`src/verilog/serial_port_pkg.sv`:
```
package serial_port_pkg;
    // Register indices; byte address is four times the index
    localparam logic [7:0] CTRL_IDX = 8'h98;
    localparam logic [7:0] BUF_IDX = 8'h99;
    localparam logic [7:0] PCFG_IDX = 8'h87;
    localparam logic [7:0] CTRL_RESET = 8'h00;
    localparam logic [7:0] BUF_RESET = 8'h00;
    // Control register bit positions
    localparam int MODE_HI_BIT = 7;
    localparam int MODE_LO_BIT = 6;
    localparam int MPE_BIT = 5;
    localparam int REN_BIT = 4;
    localparam int TB8_BIT = 3;
    localparam int RB8_BIT = 2;
    localparam int TXDONE_BIT = 1;
    localparam int RXDONE_BIT = 0;
    // Power configuration bit positions
    localparam int DIV_A_BIT = 7;
    localparam int DIV_B_BIT = 6;
    // Modes
    localparam logic [1:0] MODE_SHIFT = 2'h0;
    localparam logic [1:0] MODE_8BIT = 2'h1;
    localparam logic [1:0] MODE_9FIX = 2'h2;
    localparam logic [1:0] MODE_9VAR = 2'h3;
    // Base ticks per bit
    localparam logic [6:0] PER_SHIFT = 7'h0c;
    localparam logic [6:0] PER_FIX_LO = 7'h20;
    localparam logic [6:0] PER_FIX_HI = 7'h40;
    localparam logic [6:0] PER_VAR_64 = 7'h40;
    localparam logic [6:0] PER_VAR_16 = 7'h10;
    localparam logic [6:0] PER_VAR_4 = 7'h04;
    localparam logic [6:0] PER_VAR_2 = 7'h02;
    // Frame lengths in bits, and receive samples after the start bit
    localparam logic [3:0] TX_BITS_SHIFT = 4'h8;
    localparam logic [3:0] TX_BITS_8 = 4'ha;
    localparam logic [3:0] TX_BITS_9 = 4'hb;
    localparam logic [3:0] RX_BITS_SHIFT = 4'h8;
    localparam logic [3:0] RX_BITS_8 = 4'h9;
    localparam logic [3:0] RX_BITS_9 = 4'ha;
    typedef enum logic [1:0] {TX_IDLE, TX_SHIFT} tx_state_t;
    typedef enum logic [1:0] {RX_IDLE, RX_START, RX_DATA} rx_state_t;
endpackage

```
`src/verilog/serial_bit_timer.sv`:
```
module serial_bit_timer (
    input wire logic clk_i,
    input wire logic rst_i,
    input wire logic run_i,
    input wire logic tick_i,
    input wire logic [6:0] period_i,
    output logic half_o,
    output logic full_o
);
    typedef struct packed {
        logic [6:0] cnt;
    } timer_t;
    timer_t s;
    timer_t next_s;
    logic [6:0] half_point;

    assign half_point = {1'b0, period_i[6:1]} - 7'h01;
    assign half_o = run_i && tick_i && (s.cnt == half_point);
    assign full_o = run_i && tick_i && (s.cnt == period_i - 7'h01);

    always_comb begin
        next_s = s;
        // Held at zero between frames so every frame starts a fresh bit
        if (!run_i) begin
            next_s.cnt = 7'h00;
        end else if (full_o) begin
            next_s.cnt = 7'h00;
        end else if (tick_i) begin
            next_s.cnt = s.cnt + 7'h01;
        end
    end

    always_ff @(posedge clk_i) begin
        if (rst_i) begin
            s <= '0;
        end else begin
            s <= next_s;
        end
    end
endmodule // serial_bit_timer

```
`src/verilog/serial_port_four_mode.sv`:
```
module serial_port_four_mode (
    input wire logic clk_i,
    input wire logic rst_i,
    input wire logic [7:0] address_i,
    input wire logic read_i,
    input wire logic write_i,
    input wire logic [3:0] byteenable_i,
    input wire logic [31:0] writedata_i,
    output logic [31:0] readdata_o,
    output logic waitrequest_o,
    input wire logic timer1_overflow_i,
    input wire logic rx_data_i,
    output logic rx_data_o,
    output logic rx_data_oe_o,
    output logic serial_out_pin_o
);
    typedef struct packed {
        logic [7:0] ctrl;
        logic div_sel_a;
        logic div_sel_b;
        logic [7:0] rx_buf;
        logic waitreq;
        logic [31:0] rdata;
        serial_port_pkg::tx_state_t tx_st;
        logic [10:0] tx_sh;
        logic [3:0] tx_cnt;
        serial_port_pkg::rx_state_t rx_st;
        logic [9:0] rx_sh;
        logic [3:0] rx_cnt;
        logic sclk;
        logic pin;
        logic dout;
        logic doe;
        logic [2:0] sync;
    } state_t;
    state_t s;
    state_t next_s;

    logic [1:0] mode;
    logic [6:0] var_period;
    logic [6:0] period;
    logic tick;
    logic line;
    logic line_fall;
    logic tx_half;
    logic tx_full;
    logic rx_half;
    logic rx_full;
    logic rx_bit;
    logic tx_run;
    logic rx_run;
    logic [31:0] rd_mux;
    logic [1:0] timer_run;
    logic [1:0] timer_half;
    logic [1:0] timer_full;

    assign mode = {s.ctrl[serial_port_pkg::MODE_HI_BIT], s.ctrl[serial_port_pkg::MODE_LO_BIT]};
    assign line = s.sync[1];
    assign line_fall = s.sync[2] && !s.sync[1];
    assign tx_run = (s.tx_st == serial_port_pkg::TX_SHIFT);
    assign rx_run = (s.rx_st != serial_port_pkg::RX_IDLE);

    always_comb begin
        case ({s.div_sel_b, s.div_sel_a})
            2'h0: var_period = serial_port_pkg::PER_VAR_64;
            2'h1: var_period = serial_port_pkg::PER_VAR_16;
            2'h2: var_period = serial_port_pkg::PER_VAR_4;
            default: var_period = serial_port_pkg::PER_VAR_2;
        endcase
    end

    // Shift and fixed modes count clocks; variable modes count timer-1 overflows
    always_comb begin
        case (mode)
            serial_port_pkg::MODE_SHIFT: begin
                period = serial_port_pkg::PER_SHIFT;
                tick = 1'b1;
            end
            serial_port_pkg::MODE_9FIX: begin
                if (s.div_sel_a) begin
                    period = serial_port_pkg::PER_FIX_HI;
                end else begin
                    period = serial_port_pkg::PER_FIX_LO;
                end
                tick = 1'b1;
            end
            default: begin
                period = var_period;
                tick = timer1_overflow_i;
            end
        endcase
    end

    // Separate timers keep transmit and receive free of each other
    // Index 0 times the transmitter, index 1 the receiver
    assign timer_run = {rx_run, tx_run};
    assign tx_half = timer_half[0];
    assign tx_full = timer_full[0];
    assign rx_half = timer_half[1];
    assign rx_full = timer_full[1];

    generate
        for (genvar i = 0; i < 2; i++) begin : g_bit_timer
            serial_bit_timer u_timer (
                .clk_i(clk_i),
                .rst_i(rst_i),
                .run_i(timer_run[i]),
                .tick_i(tick),
                .period_i(period),
                .half_o(timer_half[i]),
                .full_o(timer_full[i])
            );
        end
    endgenerate

    // Read data is latched on the request edge, so the address must already stand
    always_comb begin
        rd_mux = 32'h0000_0000;
        case (address_i)
            serial_port_pkg::CTRL_IDX: rd_mux = {24'h00_0000, s.ctrl};
            serial_port_pkg::BUF_IDX: rd_mux = {24'h00_0000, s.rx_buf};
            serial_port_pkg::PCFG_IDX: rd_mux = {24'h00_0000, s.div_sel_a, s.div_sel_b, 6'h00};
            default: rd_mux = 32'h0000_0000;
        endcase
    end

    always_comb begin
        next_s = s;
        rx_bit = 1'b0;
        // Two flops before any use; the third only marks the falling edge
        next_s.sync = {s.sync[1], s.sync[0], rx_data_i};

        // Bus: first cycle latches read data, second cycle completes
        if (s.waitreq) begin
            if (read_i || write_i) begin
                next_s.waitreq = 1'b0;
                next_s.rdata = rd_mux;
            end
        end else begin
            next_s.waitreq = 1'b1;
            if (write_i && byteenable_i[0]) begin
                case (address_i)
                    // Software may set flags here too; hardware sets below win
                    serial_port_pkg::CTRL_IDX: next_s.ctrl = writedata_i[7:0];
                    serial_port_pkg::PCFG_IDX: begin
                        next_s.div_sel_a = writedata_i[serial_port_pkg::DIV_A_BIT];
                        next_s.div_sel_b = writedata_i[serial_port_pkg::DIV_B_BIT];
                    end
                    serial_port_pkg::BUF_IDX: begin
                        // A write mid-frame reloads the transmitter unless tx_full falls in the same cycle
                        next_s.tx_st = serial_port_pkg::TX_SHIFT;
                        case (mode)
                            serial_port_pkg::MODE_SHIFT: begin
                                next_s.tx_sh = {3'h7, writedata_i[7:0]};
                                next_s.tx_cnt = serial_port_pkg::TX_BITS_SHIFT;
                            end
                            serial_port_pkg::MODE_8BIT: begin
                                next_s.tx_sh = {2'h3, writedata_i[7:0], 1'b0};
                                next_s.tx_cnt = serial_port_pkg::TX_BITS_8;
                            end
                            default: begin
                                next_s.tx_sh = {1'b1, s.ctrl[serial_port_pkg::TB8_BIT],
                                    writedata_i[7:0], 1'b0};
                                next_s.tx_cnt = serial_port_pkg::TX_BITS_9;
                            end
                        endcase
                        next_s.sclk = (mode != serial_port_pkg::MODE_SHIFT);
                    end
                    default: ;
                endcase
            end
        end

        // Transmitter
        case (s.tx_st)
            serial_port_pkg::TX_SHIFT: begin
                if (tx_half && mode == serial_port_pkg::MODE_SHIFT) begin
                    next_s.sclk = 1'b1;
                end
                if (tx_full) begin
                    next_s.tx_sh = {1'b1, s.tx_sh[10:1]};
                    next_s.tx_cnt = s.tx_cnt - 4'h1;
                    // After the last bit the shift clock parks high
                    next_s.sclk = (mode != serial_port_pkg::MODE_SHIFT) || (s.tx_cnt == 4'h1);
                    if (s.tx_cnt == 4'h1) begin
                        next_s.tx_st = serial_port_pkg::TX_IDLE;
                        next_s.ctrl[serial_port_pkg::TXDONE_BIT] = 1'b1;
                    end
                end
            end
            default: ;
        endcase

        // Receiver
        case (s.rx_st)
            serial_port_pkg::RX_IDLE: begin
                if (s.ctrl[serial_port_pkg::REN_BIT]) begin
                    if (mode == serial_port_pkg::MODE_SHIFT) begin
                        // Shift reception waits for an idle transmitter: both share the clock pin
                        if (!s.ctrl[serial_port_pkg::RXDONE_BIT] && !tx_run) begin
                            next_s.rx_st = serial_port_pkg::RX_DATA;
                            next_s.rx_cnt = serial_port_pkg::RX_BITS_SHIFT;
                            next_s.sclk = 1'b0;
                        end
                    end else if (line_fall) begin
                        next_s.rx_st = serial_port_pkg::RX_START;
                        if (mode == serial_port_pkg::MODE_8BIT) begin
                            next_s.rx_cnt = serial_port_pkg::RX_BITS_8;
                        end else begin
                            next_s.rx_cnt = serial_port_pkg::RX_BITS_9;
                        end
                    end
                end
            end
            serial_port_pkg::RX_START: begin
                // A start bit that is gone by mid-bit is a glitch
                if (rx_half && line) begin
                    next_s.rx_st = serial_port_pkg::RX_IDLE;
                end else if (rx_half) begin
                    next_s.rx_st = serial_port_pkg::RX_DATA;
                end
            end
            serial_port_pkg::RX_DATA: begin
                if (mode == serial_port_pkg::MODE_SHIFT) begin
                    // Data is sampled on the rising shift clock
                    if (rx_half) begin
                        next_s.sclk = 1'b1;
                        next_s.rx_sh = {line, s.rx_sh[9:1]};
                        next_s.rx_cnt = s.rx_cnt - 4'h1;
                    end
                    if (rx_full) begin
                        next_s.sclk = 1'b1;
                        if (s.rx_cnt == 4'h0) begin
                            next_s.rx_st = serial_port_pkg::RX_IDLE;
                            rx_bit = 1'b1;
                        end else begin
                            next_s.sclk = 1'b0;
                        end
                    end
                end else if (rx_half) begin
                    next_s.rx_sh = {line, s.rx_sh[9:1]};
                    next_s.rx_cnt = s.rx_cnt - 4'h1;
                    if (s.rx_cnt == 4'h1) begin
                        next_s.rx_st = serial_port_pkg::RX_IDLE;
                        rx_bit = 1'b1;
                    end
                end
            end
            default: next_s.rx_st = serial_port_pkg::RX_IDLE;
        endcase

        // Holding register only loads once the previous character was taken
        if (rx_bit && !s.ctrl[serial_port_pkg::RXDONE_BIT]) begin
            case (mode)
                serial_port_pkg::MODE_SHIFT: begin
                    next_s.rx_buf = next_s.rx_sh[9:2];
                    next_s.ctrl[serial_port_pkg::RXDONE_BIT] = 1'b1;
                end
                serial_port_pkg::MODE_8BIT: begin
                    // Stop bit lands in bit 9, data in bits 8 to 1
                    if (!s.ctrl[serial_port_pkg::MPE_BIT] || next_s.rx_sh[9]) begin
                        next_s.rx_buf = next_s.rx_sh[8:1];
                        next_s.ctrl[serial_port_pkg::RB8_BIT] = next_s.rx_sh[9];
                        next_s.ctrl[serial_port_pkg::RXDONE_BIT] = 1'b1;
                    end
                end
                default: begin
                    // Ninth bit in bit 8; the stop bit in bit 9 is not checked
                    if (!s.ctrl[serial_port_pkg::MPE_BIT] || next_s.rx_sh[8]) begin
                        next_s.rx_buf = next_s.rx_sh[7:0];
                        next_s.ctrl[serial_port_pkg::RB8_BIT] = next_s.rx_sh[8];
                        next_s.ctrl[serial_port_pkg::RXDONE_BIT] = 1'b1;
                    end
                end
            endcase
        end

        // Pins: shift mode puts the clock on the serial output pin
        if (mode == serial_port_pkg::MODE_SHIFT) begin
            next_s.pin = next_s.sclk;
            next_s.doe = (next_s.tx_st == serial_port_pkg::TX_SHIFT);
            next_s.dout = next_s.tx_sh[0];
        end else begin
            if (next_s.tx_st == serial_port_pkg::TX_SHIFT) begin
                next_s.pin = next_s.tx_sh[0];
            end else begin
                next_s.pin = 1'b1;
            end
            next_s.doe = 1'b0;
            next_s.dout = 1'b1;
        end
    end

    always_ff @(posedge clk_i) begin
        if (rst_i) begin
            // Idle levels are high so that release never looks like a start bit
            s <= '0;
            s.ctrl <= serial_port_pkg::CTRL_RESET;
            s.rx_buf <= serial_port_pkg::BUF_RESET;
            s.waitreq <= 1'b1;
            s.tx_sh <= 11'h7ff;
            s.sclk <= 1'b1;
            s.pin <= 1'b1;
            s.dout <= 1'b1;
            s.sync <= 3'h7;
        end else begin
            s <= next_s;
        end
    end

    assign readdata_o = s.rdata;
    assign waitrequest_o = s.waitreq;
    assign rx_data_o = s.dout;
    assign rx_data_oe_o = s.doe;
    assign serial_out_pin_o = s.pin;
endmodule // serial_port_four_mode

```
`config.mk`:
```
export PLATFORM = sky130hd
export DESIGN_NAME = serial_port_four_mode
export DESIGN_NICKNAME = d
export VERILOG_FILES = /design/src/verilog/serial_port_pkg.sv /design/src/verilog/serial_bit_timer.sv /design/src/verilog/serial_port_four_mode.sv
export SDC_FILE = /design/constraint.sdc
export NUM_CORES = 1
export LEC_CHECK = 0
export ABC_AREA = 1
export BUFFER_PORTS_ARGS = -buffer_cell sky130_fd_sc_hd__clkbuf_2
export CAP_MARGIN = 15
export CORE_MARGIN = 1.5
export CORE_UTILIZATION = 45
export CTS_BUF_LIST = sky130_fd_sc_hd__clkbuf_8
export CTS_CLUSTER_SIZE = 8
export DETAILED_ROUTE_END_ITERATION = 8
export GPL_TIMING_DRIVEN = 0
export PLACE_DENSITY_LB_ADDON = 0.08
export SLEW_MARGIN = 20
export SYNTH_ARGS = -nofsm -noshare
export SYNTH_HDL_FRONTEND = slang
export SYNTH_HIERARCHICAL = 1
export SYNTH_SLANG_ARGS = --single-unit
```
`constraint.sdc`:
```
create_clock -name clk_i -period 6.65 [get_ports clk_i]
set_input_delay 1.33 -clock clk_i [delete_from_list [all_inputs] [get_ports clk_i]]
set_output_delay 1.33 -clock clk_i [all_outputs]
set_load 0.01 [all_outputs]
```
==> out/qor.log <==
INFO  power          peakVddDrop=0.0979mV
INFO  synth          synth_edf_count=0
INFO  final_layout   antennaDiodeCount=0
INFO  synth          postSynthAreaPerCell=6.77um2
INFO  critical_path  ordered_cell_list_for_the_critical_path=inv_4, nand2_8, clkbuf_1, o31ai_1, inv_1, ha_1, nand2_1, nor2_1, o21ai_0, nor2_1, nand3_1, nor2_1, inv_1, nor2_2, nand2_1, nand2_1, inv_1, nand3_1, nand3_4, buf_8, nor3_2, nor2_2
INFO  final_layout   post-route-cell-area=5710um2
INFO  final_layout   fraction_of_layout_instances_using_a_drive_strength_above_1=0.162
INFO  power          cell_internal_pwr=0.643mW
INFO  timing         final_setup_tns=0ps
INFO  route          vias=4799
INFO  power          power.total=0.847mW
INFO  die            fp.dieArea=12000um2
INFO  final_layout   most-common-layout-cells=nand2_1, inv_1, nor2_1
INFO  timing         slew_viols_final=0
INFO  clock_tree     numClockSinks=81
INFO  clock_tree     tritoncts=built
INFO  synth          synthSimpleGateAreaFrac=0.329
INFO  run            maxCapViolations=0
INFO  die            fp.coreArea=10900um2
INFO  grt            grt_first_pass_wirelength=20400um
INFO  critical_path  critical_path.max_fanout=10
INFO  place          place_area=5550um2
INFO  status         outcome=finished, final reports clean
INFO  critical_path  critical_path.top_delay_family=simple AND/OR/NAND/NOR gates
INFO  synth          yosys.cell_types.count=47
INFO  final_layout   layout_commonest_cell=nand2_1
INFO  power          power.combinational.fraction=0.061
INFO  clock_tree     cts-htree-levels=3
INFO  synth          yosysTopAreaCell=dfxtp_1
INFO  die            std_cell_rows=38
INFO  power          power_frac_seq=0.575
INFO  power          power_per_cell_area=148nW/um2
INFO  min_path       class_of_the_worst_hold_path=flip-flop to flip-flop
INFO  synth          postSynth.asyncResetShare=0
INFO  clock_tree     clock-root-buffer=clkbuf_8
INFO  critical_path  critical_path.n_buffers_inverters=6
INFO  clock_tree     clkLatencyLatePin=370ps
INFO  timing         grt_setup_unrepaired=no
INFO  clock_tree     cts_buffers=9
INFO  critical_path  critical_path.max_stage_delay=560ps
INFO  final_layout   final_net_count=889
INFO  timing         worst-slew-pin-transition=1070ps
INFO  die            initial_utilization=0.466
INFO  timing         fmax=237MHz
INFO  final_layout   final_cell_count_no_fill=971
INFO  critical_path  crit_path_top_delay_cell=dfxtp_1
INFO  timing         min_period=4220ps
INFO  synth          netlist_area=5100um2
INFO  timing         finalClockSkew=11.9ps
INFO  route          firstDrtPassIters=4
INFO  synth          portion_of_synthesized_cell_area_occupied_by_the_leading_cell_type=0.318
INFO  clock_tree     cts.repair.resized=0
INFO  die            num_io_pins=86
INFO  critical_path  cp-end-kind=flip-flop
INFO  synth          synthesis.yosys.warnings=6
INFO  route          drc_errors=0
INFO  place          global_placement_routability_congestion=0.847
INFO  clock_tree     clk_pin_slew_worst_paths=80ps
INFO  route          wl_per_cell=12.6um
INFO  final_layout   fin_util=0.522
INFO  synth          yosys.area_share.adder=0.0295
INFO  place          post-dp-hpwl=9410um
INFO  power          clock_group_share_of_total_power=0.365
INFO  synth          flops_latches_synth=81
INFO  die            die_width=109um
INFO  grt            grt_antenna_before_repair=0
INFO  synth          yosys-top-cells-area=dfxtp_1, nand2_1, inv_1
INFO  route          route.antenna.remaining_nets=0
INFO  final_layout   areaGrowthSynthToFinish=12.0%
INFO  synth          synth_sequential_area_ratio=0.318
INFO  timing         final.period_utilization=0.635
INFO  synth          synth_compound_gate_area_share=0.129
INFO  timing         maxSlewHeadroom=0.277
INFO  synth          synth_ff_type=dfxtp_1
INFO  critical_path  timing.critical_path.arrival=4480ps
INFO  synth          synthesis.instances=753
INFO  timing         timing.final.hold_violations=0
INFO  critical_path  timing.setup.critical_path_class=flip-flop to flip-flop
INFO  power          leak_pwr=2.67nW
INFO  clock_tree     postCtsSetupBuffers=0
INFO  die            die_h=109um
INFO  power          net-switching-power=0.204mW
INFO  place          dp_cells=956
INFO  grt            gr-total-overflow=0
INFO  critical_path  cp_data_required_time=6900ps
INFO  timing         final_setup_vio_count=0
INFO  clock_tree     cts-hold-fix-buffers=0
INFO  synth          yosys-mux-area-fraction=0.00393
INFO  power          power.share.switching=0.241
INFO  critical_path  critical_path.startpoint_type=flip-flop
INFO  route          vias_per_cell=4.94
INFO  grt            grt_util_all_layers=0.219
INFO  route          drt_iter0_drc=265
INFO  place          port-buffer-count=34
INFO  grt            vias_in_the_first_global_route=4418
INFO  grt            maximum_number_of_pins_on_one_net_before_global_route_repair=20
INFO  route          route.final.wire_length=12200um
INFO  clock_tree     cts_max_path_bufs=2
INFO  critical_path  regToRegSetupSlack=2430ps
INFO  synth          synth_top_family_by_area=simple AND/OR/NAND/NOR gates
INFO  synth          synth_xor_xnor_area_share=0.0464
==> cell type report <==
| type | instances | area (um2) |
|---|---|---|
| Tap cell | 140 | 175 |
| Inverter | 104 | 398 |
| Buffer | 48 | 332 |
| Timing Repair Buffer | 34 | 170 |
| Fill cell | 1075 | 5230 |
| Sequential cell | 81 | 1620 |
| Clock buffer | 10 | 138 |
| Multi-Input combinational cell | 549 | 2860 |
| Clock inverter | 5 | 18.8 |
==> cells in the mapped netlist (6+ instances only) <==
library cell and instances:
inv_1 95, o211ai_1 8, a21oi_1 31, nor3_2 7, nor2_1 84, buf_4 32
nor2_2 16, xor2_1 17, o21ai_0 31, nand2_1 184, xnor2_1 10, nand2_2 7
nand3_1 37, o221ai_1 10, dfxtp_1 81, ha_1 12, nor3_1 8, o22ai_1 13
clkbuf_1 8, nand4_1 6
==> cells by family (layout without fill, tap and decap cells) <==
| kind of cell | Yosys count | count (layout) |
|---|---|---|
| AOI/OAI and AO/OA | 110 | 110 |
| xor gates and xnor gates | 27 | 27 |
| adders and majority gates | 12 | 12 |
| buffers and inverters | 152 | 201 |
| DFF | 81 | 81 |
| muxes | 2 | 2 |
| other | 1 | 30 |
| and+or+nand+nor | 368 | 368 |
==> metal layers <==
metal | wire [um] | track usage | share of wire | up-vias
li1 | - | - | - | 2490
met1 | 5670 | 0.270 | 0.46 | 2185
met2 | 5820 | 0.369 | 0.48 | 100
met3 | 467 | 0.0344 | 0.038 | 24
met4 | 283 | 0.110 | 0.023 | 0
met5 | 0 | 0 | 0 | -
==> final timing paths <==
path	start	endpoint	cells past startpoint
max	mode[1]	s[74]	22
min reg2reg	next_s[1]	line	1
min	next_s[1]	line	1
max reg2reg	mode[1]	s[74]	22
==> metrics by stage <==
stage,hold WS [ps],setup slack [ps]
4_1_cts,420,2420
3_5_place_dp,397,2460
3_3_place_gp,401,2470
2_1_floorplan,389,3410
6_report,422,2430
5_1_grt,434,2030
==> sequential cells by signal (all words and copies together), names as in the netlist <==
signal	flops
rx_data_o	1
rx_data_oe_o	1
next_s	1
readdata_o	8
line	1
serial_out_pin_o	1
g_bit_timer.u_timer/s	14
mode	2
waitrequest_o	1
s	51
==> power by group through the flow <==
stage	clock network (mW)	logic [mW]	registers, mW
2_1_floorplan	0	0.0338	0.498
6_report	0.309	0.0515	0.487
3_3_place_gp	0	0.0504	0.498
4_1_cts	0.321	0.0513	0.486
5_1_grt	0.337	0.0580	0.487
3_5_place_dp	0	0.0511	0.498
Note: power is estimated with default switching activity, not from simulation.
